**src/design/bpc_regs.vh**
```
`ifndef BPC_REGS_VH
`define BPC_REGS_VH
// register indices (byte-free plain port addressing)
`define BPC_ADDR_W          8
`define BPC_HARD_ADDR       8'h2a
`define BPC_SOFT_ADDR       8'h2b
`define BPC_FREQ_ADDR       8'h2c
`define BPC_DATA_W          64
// hard power-on fields
`define BPC_HARD_PARK_BIT   7
`define BPC_HARD_AGENT_LO   12
`define BPC_HARD_AGENT_HI   13
// soft power-on fields
`define BPC_SOFT_W          7
`define BPC_SOFT_RCNT_BIT   0
`define BPC_SOFT_DPAR_BIT   1
`define BPC_SOFT_RESP_BIT   2
`define BPC_SOFT_ADDR_BIT   3
`define BPC_SOFT_IMCE_BIT   4
`define BPC_SOFT_NMCE_BIT   5
`define BPC_SOFT_BUS_INIT_PIN_BIT  6
`define BPC_SOFT_RESET      7'h7c
// frequency config fields
`define BPC_FREQ_RSV_HI     15
`define BPC_FREQ_STAT_LO    16
`define BPC_FREQ_STAT_W     16
`define BPC_FREQ_MODEL_MIN  4'h2
`endif

```
**src/design/bpc_config_regs.v**
```verilog
// Our own choice: strobed register access.
`timescale 1ns/1ps
`default_nettype none
`include "bpc_regs.vh"
// Summary of operation
// hard reg bit 7 is read-only bus park disable from park strap
// park strap is captured at reset release and then held
// a captured flag is 1 when its active-low strap was asserted
// hard reg bits 13:12 hold read-only agent id captured at release
// agent id is encoded from the bus request straps: the index of the lowest asserted strap
// soft power-on register is readable and writable by software
// soft bit 0 enables request/snoop count driving, default 0
// soft bit 1 set disables data parity checking
// soft bits 2 and 3 disable response and address checks, default 1
// soft bit 4 set stops machine-check driving for initiator requests
// soft bit 5 set stops machine-check driving for internal errors
// soft bit 6 set disables bus-init driver, default set
// frequency register layout chosen by processor model value
// model 2 or above: frequency bits 15:0 reserved
// frequency register reports current frequency status
// hard register at 0x2a, strap fields read-only
// reserved bits read zero, writes ignored
// soft register returns defaults after reset
module bpc_config_regs #(
  parameter MODEL = 4'h2  // processor model value
) (
  input  wire                     sys_clk,        // 100 MHz clock
  input  wire                     rst_n,          // synchronous reset, active low
  input  wire [`BPC_ADDR_W-1:0]   reg_addr,       // register index
  input  wire [`BPC_DATA_W-1:0]   reg_wdata,      // write data
  input  wire                     reg_wr,         // write strobe
  input  wire                     reg_rd,         // read strobe
  output reg  [`BPC_DATA_W-1:0]   reg_rdata,      // read data, cycle after strobe
  input  wire                     bus_park_strap_pin,      // active low
  input  wire [3:0]               bus_request_strap_pins,  // active low
  input  wire [`BPC_FREQ_STAT_W-1:0] freq_status, // live frequency status
  output reg                      rcnt_drive_en,  // request/snoop count drive
  output reg                      data_par_chk_en,    // data parity check enable
  output reg                      resp_chk_en,    // response error check enable
  output reg                      addr_chk_en,    // address error check enable
  output reg                      mce_init_drv_en,    // machine check, initiator
  output reg                      mce_int_drv_en, // machine check, internal
  output reg                      bus_init_drv_en // bus-init driver enable
);
  wire [4:0]             flags;     // {request straps, park}
  reg  [`BPC_SOFT_W-1:0] soft_reg;  // soft power-on bits
  reg  [`BPC_SOFT_W-1:0] soft_next;
  reg  [`BPC_DATA_W-1:0] rd_next;
  wire [1:0]             agent_id;

  bpc_strap_latch #(.W(5)) u_strap (
    .sys_clk (sys_clk),
    .rst_n   (rst_n),
    .strap_n ({bus_request_strap_pins, bus_park_strap_pin}),
    .flags   (flags)
  );

  // agent id from request straps: lowest-asserted strap picks the id
  assign agent_id = flags[1] ? 2'h0 :
                    flags[2] ? 2'h1 :
                    flags[3] ? 2'h2 :
                    flags[4] ? 2'h3 : 2'h0;

  // soft register write, only implemented bits kept
  always @* begin
    soft_next = soft_reg;
    if (reg_wr && reg_addr == `BPC_SOFT_ADDR)
      soft_next = reg_wdata[`BPC_SOFT_W-1:0];
  end

  // read mux
  always @* begin
    rd_next = {`BPC_DATA_W{1'b0}};
    case (reg_addr)
      `BPC_HARD_ADDR: begin
        rd_next[`BPC_HARD_PARK_BIT] = flags[0];
        rd_next[`BPC_HARD_AGENT_HI:`BPC_HARD_AGENT_LO] = agent_id;
      end
      `BPC_SOFT_ADDR: begin
        rd_next[`BPC_SOFT_W-1:0] = soft_reg;
      end
      `BPC_FREQ_ADDR: begin
        if (MODEL >= `BPC_FREQ_MODEL_MIN) begin
          // low half reserved, status above it  see
          rd_next[`BPC_FREQ_STAT_LO+`BPC_FREQ_STAT_W-1:`BPC_FREQ_STAT_LO] =
            freq_status;
        end else begin
          rd_next[`BPC_FREQ_STAT_W-1:0] = freq_status;
        end
      end
      default: rd_next = {`BPC_DATA_W{1'b0}};
    endcase
    if (!reg_rd)
      rd_next = {`BPC_DATA_W{1'b0}};
  end

  // registers and decoded enables
  always @(posedge sys_clk) begin
    if (!rst_n) begin
      soft_reg        <= `BPC_SOFT_RESET;
      reg_rdata       <= {`BPC_DATA_W{1'b0}};
      rcnt_drive_en   <= 1'b0;
      data_par_chk_en <= 1'b1;
      resp_chk_en     <= 1'b0;
      addr_chk_en     <= 1'b0;
      mce_init_drv_en <= 1'b0;
      mce_int_drv_en  <= 1'b0;
      bus_init_drv_en <= 1'b0;
    end else begin
      soft_reg        <= soft_next;
      reg_rdata       <= rd_next;
      rcnt_drive_en   <= soft_next[`BPC_SOFT_RCNT_BIT];
      data_par_chk_en <= ~soft_next[`BPC_SOFT_DPAR_BIT];
      resp_chk_en     <= ~soft_next[`BPC_SOFT_RESP_BIT];
      addr_chk_en     <= ~soft_next[`BPC_SOFT_ADDR_BIT];
      mce_init_drv_en <= ~soft_next[`BPC_SOFT_IMCE_BIT];
      mce_int_drv_en  <= ~soft_next[`BPC_SOFT_NMCE_BIT];
      bus_init_drv_en <= ~soft_next[`BPC_SOFT_BUS_INIT_PIN_BIT];
    end
  end
endmodule // bpc_config_regs
`default_nettype wire

```
**src/design/bpc_strap_latch.v**
```verilog
`timescale 1ns/1ps
`default_nettype none
// captures active-low straps on the cycle reset is released
module bpc_strap_latch #(
  parameter W = 5
) (
  input  wire         sys_clk,   // system clock
  input  wire         rst_n,     // synchronous reset, active low
  input  wire [W-1:0] strap_n,   // active-low strap pins
  output reg  [W-1:0] flags      // captured flags, 1 = strap asserted
);
  reg rst_seen_reg; // high once the first cycle out of reset has passed

  // sample straps only on the first edge after release, then hold
  always @(posedge sys_clk) begin
    if (!rst_n) begin
      rst_seen_reg <= 1'b0;
      flags        <= {W{1'b0}};
    end else if (!rst_seen_reg) begin
      rst_seen_reg <= 1'b1;
      flags        <= ~strap_n;
    end
  end
endmodule // bpc_strap_latch
`default_nettype wire

```
**config.mk**
```make
export PLATFORM = sky130hd
export DESIGN_NAME = bpc_config_regs
export DESIGN_NICKNAME = d
export VERILOG_FILES = /design/src/design/bpc_config_regs.v /design/src/design/bpc_strap_latch.v
export VERILOG_INCLUDE_DIRS = /design/src /design/src/design
export SDC_FILE = /design/constraint.sdc
export NUM_CORES = 1
export LEC_CHECK = 0
export BUFFER_PORTS_ARGS = -buffer_cell sky130_fd_sc_hd__buf_2
export CAP_MARGIN = 20
export CORE_MARGIN = 3
export CORE_UTILIZATION = 37
export DETAILED_ROUTE_END_ITERATION = 16
export PLACE_DENSITY = 0.77
export SLEW_MARGIN = 20
export SYNTH_ARGS = -nofsm -noshare
export SYNTH_HDL_FRONTEND = slang
export SYNTH_SLANG_ARGS = --single-unit
```
**constraint.sdc**
```tcl
create_clock -name sys_clk -period 1.85 [get_ports sys_clk]
set_clock_uncertainty 0.1 [all_clocks]
set_input_delay 0.2775 -clock sys_clk [delete_from_list [all_inputs] [get_ports sys_clk]]
set_output_delay 0.2775 -clock sys_clk [all_outputs]
set_load 0.005 [all_outputs]
```
; ---- Word-level counts from Yosys, hierarchy flattened
; Cells that the tools add are included.
[word_totals]
regBits = 84
latch_bits = 0
ram_bits = 0
mem_bits_ro = 0
out_inout_bits = 71
n_memories = 0
[classes]
add_sub_neg = 0
mul = 0
div_mod_pow = 0
magnitude_cmp = 0
eq_ne = 3
shifts = 0
n_mux = 5
n_bitwise = 10
n_reduce_logical = 7
[ops]
columns = cell, count
row1 = 8-bit by 6-bit equality test with 1-bit output (second input constant), 3
row2 = 1-bit NOT, 9
row3 = 3-bit AND reduction, 3
row4 = 7-bit 2-to-1 mux, 1
row5 = 2-bit 2-to-1 mux, 3
row6 = 5-bit NOT, 1
row7 = 5-bit OR reduction, 1
row8 = 4-bit OR reduction, 1
row9 = 2-bit AND reduction, 1
row10 = 1-bit logical AND, 1
row11 = 1-bit 2-to-1 mux, 1

; ---- Logic depth before layout (Yosys ltp)
[logic_depth]
word_depth = 4
mapped_depth = 4
depth_no_buf = 3

; ---- Cells and area by module
; A second synthesis with hierarchy kept.
[hier_totals]
cells_unflattened = 174
area_unflattened_um2 = 1874.3
[by_module_without_submodules]
columns = mod, n_inst, cells_per_inst, area_per_inst_um2, seq_area_each_um2
row1 = bpc_config_regs, 1, 152, 1636.6, 780.7
row2 = bpc_strap_latch, 1, 22, 237.7, 120.1

; ---- Worst setup path before layout
; No wires, ideal clock.
[synth_timing]
path_kind = input port to flip-flop
startpoint = input reg_addr[6]
endpoint = register addr_chk_en
setup_ns = 0.121
t_arrival_ns = 1.374
t_required_ns = 1.629
slack_ns = 0.255
path_stages = 4
n_path_buf = 1
path_cell_list = or2_4 nor4_4 buf_6 mux2_4
[synth_via]
elab_chain_cells = 4
[synth_lines]
columns = element, line
row1 = from (decl), bpc_config_regs.v:29  ; input wire [`BPC_ADDR_W-1:0] reg_addr,
row2 = 8-bit by 6-bit equality test with 1-bit output, --
row3 = 1-bit logical AND (no source line), --
row4 = 7-bit 2-to-1 mux, bpc_config_regs.v:67  ; if (reg_wr && reg_addr == `BPC_SOFT_ADDR)
row5 = 1-bit NOT, bpc_config_regs.v:115  ; addr_chk_en <= ~soft_next[`BPC_SOFT_ADDR_BIT];
row6 = to (signal assigned), bpc_config_regs.v:115
row7 = to (decl), bpc_config_regs.v:40  ; output reg addr_chk_en,
; Every way passes these cells.
; A chain may end at the register's enable or synchronous reset.

; ---- Worst setup path after layout
[layout_timing]
startpoint = input reg_addr[6]
endpoint = register mce_int_drv_en
[layout_via]
elab_chain_cells = 4
[layout_lines]
columns = element, line
row1 = 8-bit by 6-bit equality test with 1-bit output, --
row2 = 1-bit logical AND (no source line), --
row3 = 7-bit 2-to-1 mux, bpc_config_regs.v:67
row4 = 1-bit NOT, bpc_config_regs.v:117  ; mce_int_drv_en <= ~soft_next[`BPC_SOFT_NMCE_BIT];
row5 = to (signal assigned), bpc_config_regs.v:117
row6 = to (decl), bpc_config_regs.v:42  ; output reg mce_int_drv_en,
; Every way passes these cells.

==> reports/metrics.cfg <==
[drt]
num_vias = 1232
drt-initial-drc-count = 4
first_pass_iters = 2
routed_wl_um = 3160
viasPerCell = 3.90
ant_nets = 0
drc = 0
wl_per_cell_um = 9.99

[layout]
synthToLayoutAreaGrowth_pct = 20.8
final_cell_area_um2 = 2190
num_antenna_cells = 0
layout_commonest_cell = buf_2
drive_gt1_frac = 0.363
final_cell_mix = buf_2, dfxtp_1, conb_1
num-nets-final = 349
fill_cells = 425

[timing]
min_period_ns = 1.40
rsz0062_at_grt = false
hold_ws_ns = 0.0875
setup_tns_ns = 0
fmax_mhz = 712
setup_violations = 0
maxSlewViolCount = 0
hold_viol_final = 0
fin_crit_sh = 0.759
setup_slack_ns = 0.445

[critical_path]
cp_cell_sequence = buf_2, or2_4, nor4_4, buf_12, mux2_2
cp_slowest_cell = mux2_2
worstSetupEndpointType = flop
cp_max_fo = 13
arrival_ns = 1.49
crit_path_start_kind = input pin
critical_path_class = in -> reg
cp.required_ns = 1.93
cpPeakStageDelay_ns = 0.33

[run_status]
status = finished clean

[synth]
ys_ff_latch = 45
netlist_area_um2 = 1810
synth_ff_type = dfxtp_1
yosysSeqAreaShare = 0.497
synth_area_per_cell_um2 = 10.3
ys_async_sr_fraction = 0
synth_cell_types = 26
synth-edff-count = 0
synthCells = 176
yosys_warnings = 0

[floorplan]
die_h_um = 76
io-pin-count = 168
rows = 24
core_region_area_um2 = 4530
start_util = 0.400
die-area_um2 = 5780
die_w_um = 76

[global_routing]
antenna_found_initial = 0
grt_overflow = 0
first_global_vias = 1155
grt_pass1_wl_um = 5140
grt_util_all_layers = 0.110
grt_start_max_net_pins = 22

[worst_hold_path]
hold_path.class = in -> reg

[clocking]
cts_tree = built
cts-root-buf = clkbuf_8
cts_repair_resize_count = 0
cts_buffers = 5
ctsHoldBuffers = 0
cts.sinks = 45
clk_latency_ns = 0.28
htreeDepth = 2
clk_pin_slew_ns = 0.07
cts_setup_buffers = 0
clock_path_buffers = 2

[place]
pre_cts_slack_ns = 0.138
place_area_um2 = 2120
dpl.hpwl_um = 2470
io_buffers = 72
globalplace.congestion = 0.654

[pwr]
seq_power_share = 0.608
power_mw = 1.62
peakVddDrop_uv = 216
p_switching_mw = 0.343
clock_power_share = 0.328
power.density_nw_per_um2 = 738
p_int_mw = 1.27
power.share.combinational = 0.064
p_sw_frac = 0.212
p_leak_nw = 1.09

[run]
maxCapViolCount = 0

## area by class of cell
cell class	instances	area [um2]	share of cell area
flip-flops and latches	45	901	0.411
clock inverters	1	5.00	0.00228
well taps	65	81.3	0.0371
inverters	3	11.3	0.00514
repair buffers	75	395	0.180
multi-input cells	122	728	0.332
clock buffers	5	68.8	0.0314
## cell families (layout without fill, tap and decap cells)
logic type | count (synthesis) | count (layout) | synth area share
AO/OA/AOI/OAI | 6 | 6 | 0.0166
buffers and inverters | 46 | 84 | 0.178
other | 1 | 38 | 0.00207
flip-flops | 45 | 45 | 0.497
AND/OR/NAND/NOR | 65 | 65 | 0.224
multiplexers | 13 | 13 | 0.0821
## cells in the mapped netlist (2+ instances only)
master     n  area (um2)
and2_1    28         175
buf_4     38         285
clkbuf_1   4        15.0
dfxtp_1   45         901
inv_1      2        7.51
mux2_2     3        33.8
mux2_4     3        45.0
mux2i_1    7        70.1
nand2_1   11        41.3
nand4b_1   2        17.5
nor2_1     2        7.51
nor2b_1   11        68.8
nor3_1     3        15.0
o21ai_0    5        25.0
## through the flow
stage,cells,utilization
2_1_floorplan,213,-
3_3_place_gp,310,0.467
3_5_place_dp,310,0.467
4_1_cts,316,0.483
5_1_grt,316,0.483
6_report,316,0.483
## metal layers
layer	share of wire	track usage	wire, um	up-vias
met5	0	0	0	-
met4	0.015	0.0380	46	0
met3	0.13	0.0579	414	6
met2	0.45	0.190	1430	73
met1	0.40	0.114	1270	520
li1	-	-	-	633
## worst paths after layout
check,from,end,slack [ns],depth (start not counted)
worst max-delay path,reg_addr[6],mce_int_drv_en,0.45,5
worst min register to register,u_strap.flags[0],reg_rdata[7],0.34,2
worst max register to register,u_strap.flags[1],reg_rdata[13],0.83,3
worst min-delay path,freq_status[3],reg_rdata[19],0.09,2
## critical path, delay by kind of cell
family                 cells  cell delay (ns)
and+or+nand+nor            2             0.57
buffers and inverters      2             0.29
muxes                      1             0.33
## power by group through the flow
stage                     Combinational (mW)  Sequential, mW  Clock (mW)
after floorplan                        0.113            1.00           0
after global placement                 0.101            1.00           0
after detailed placement               0.102            1.00           0
after CTS                              0.102           0.982       0.562
after global routing                   0.117           0.983       0.607
final                                  0.104           0.982       0.531
(Power assumes the default switching activity.)
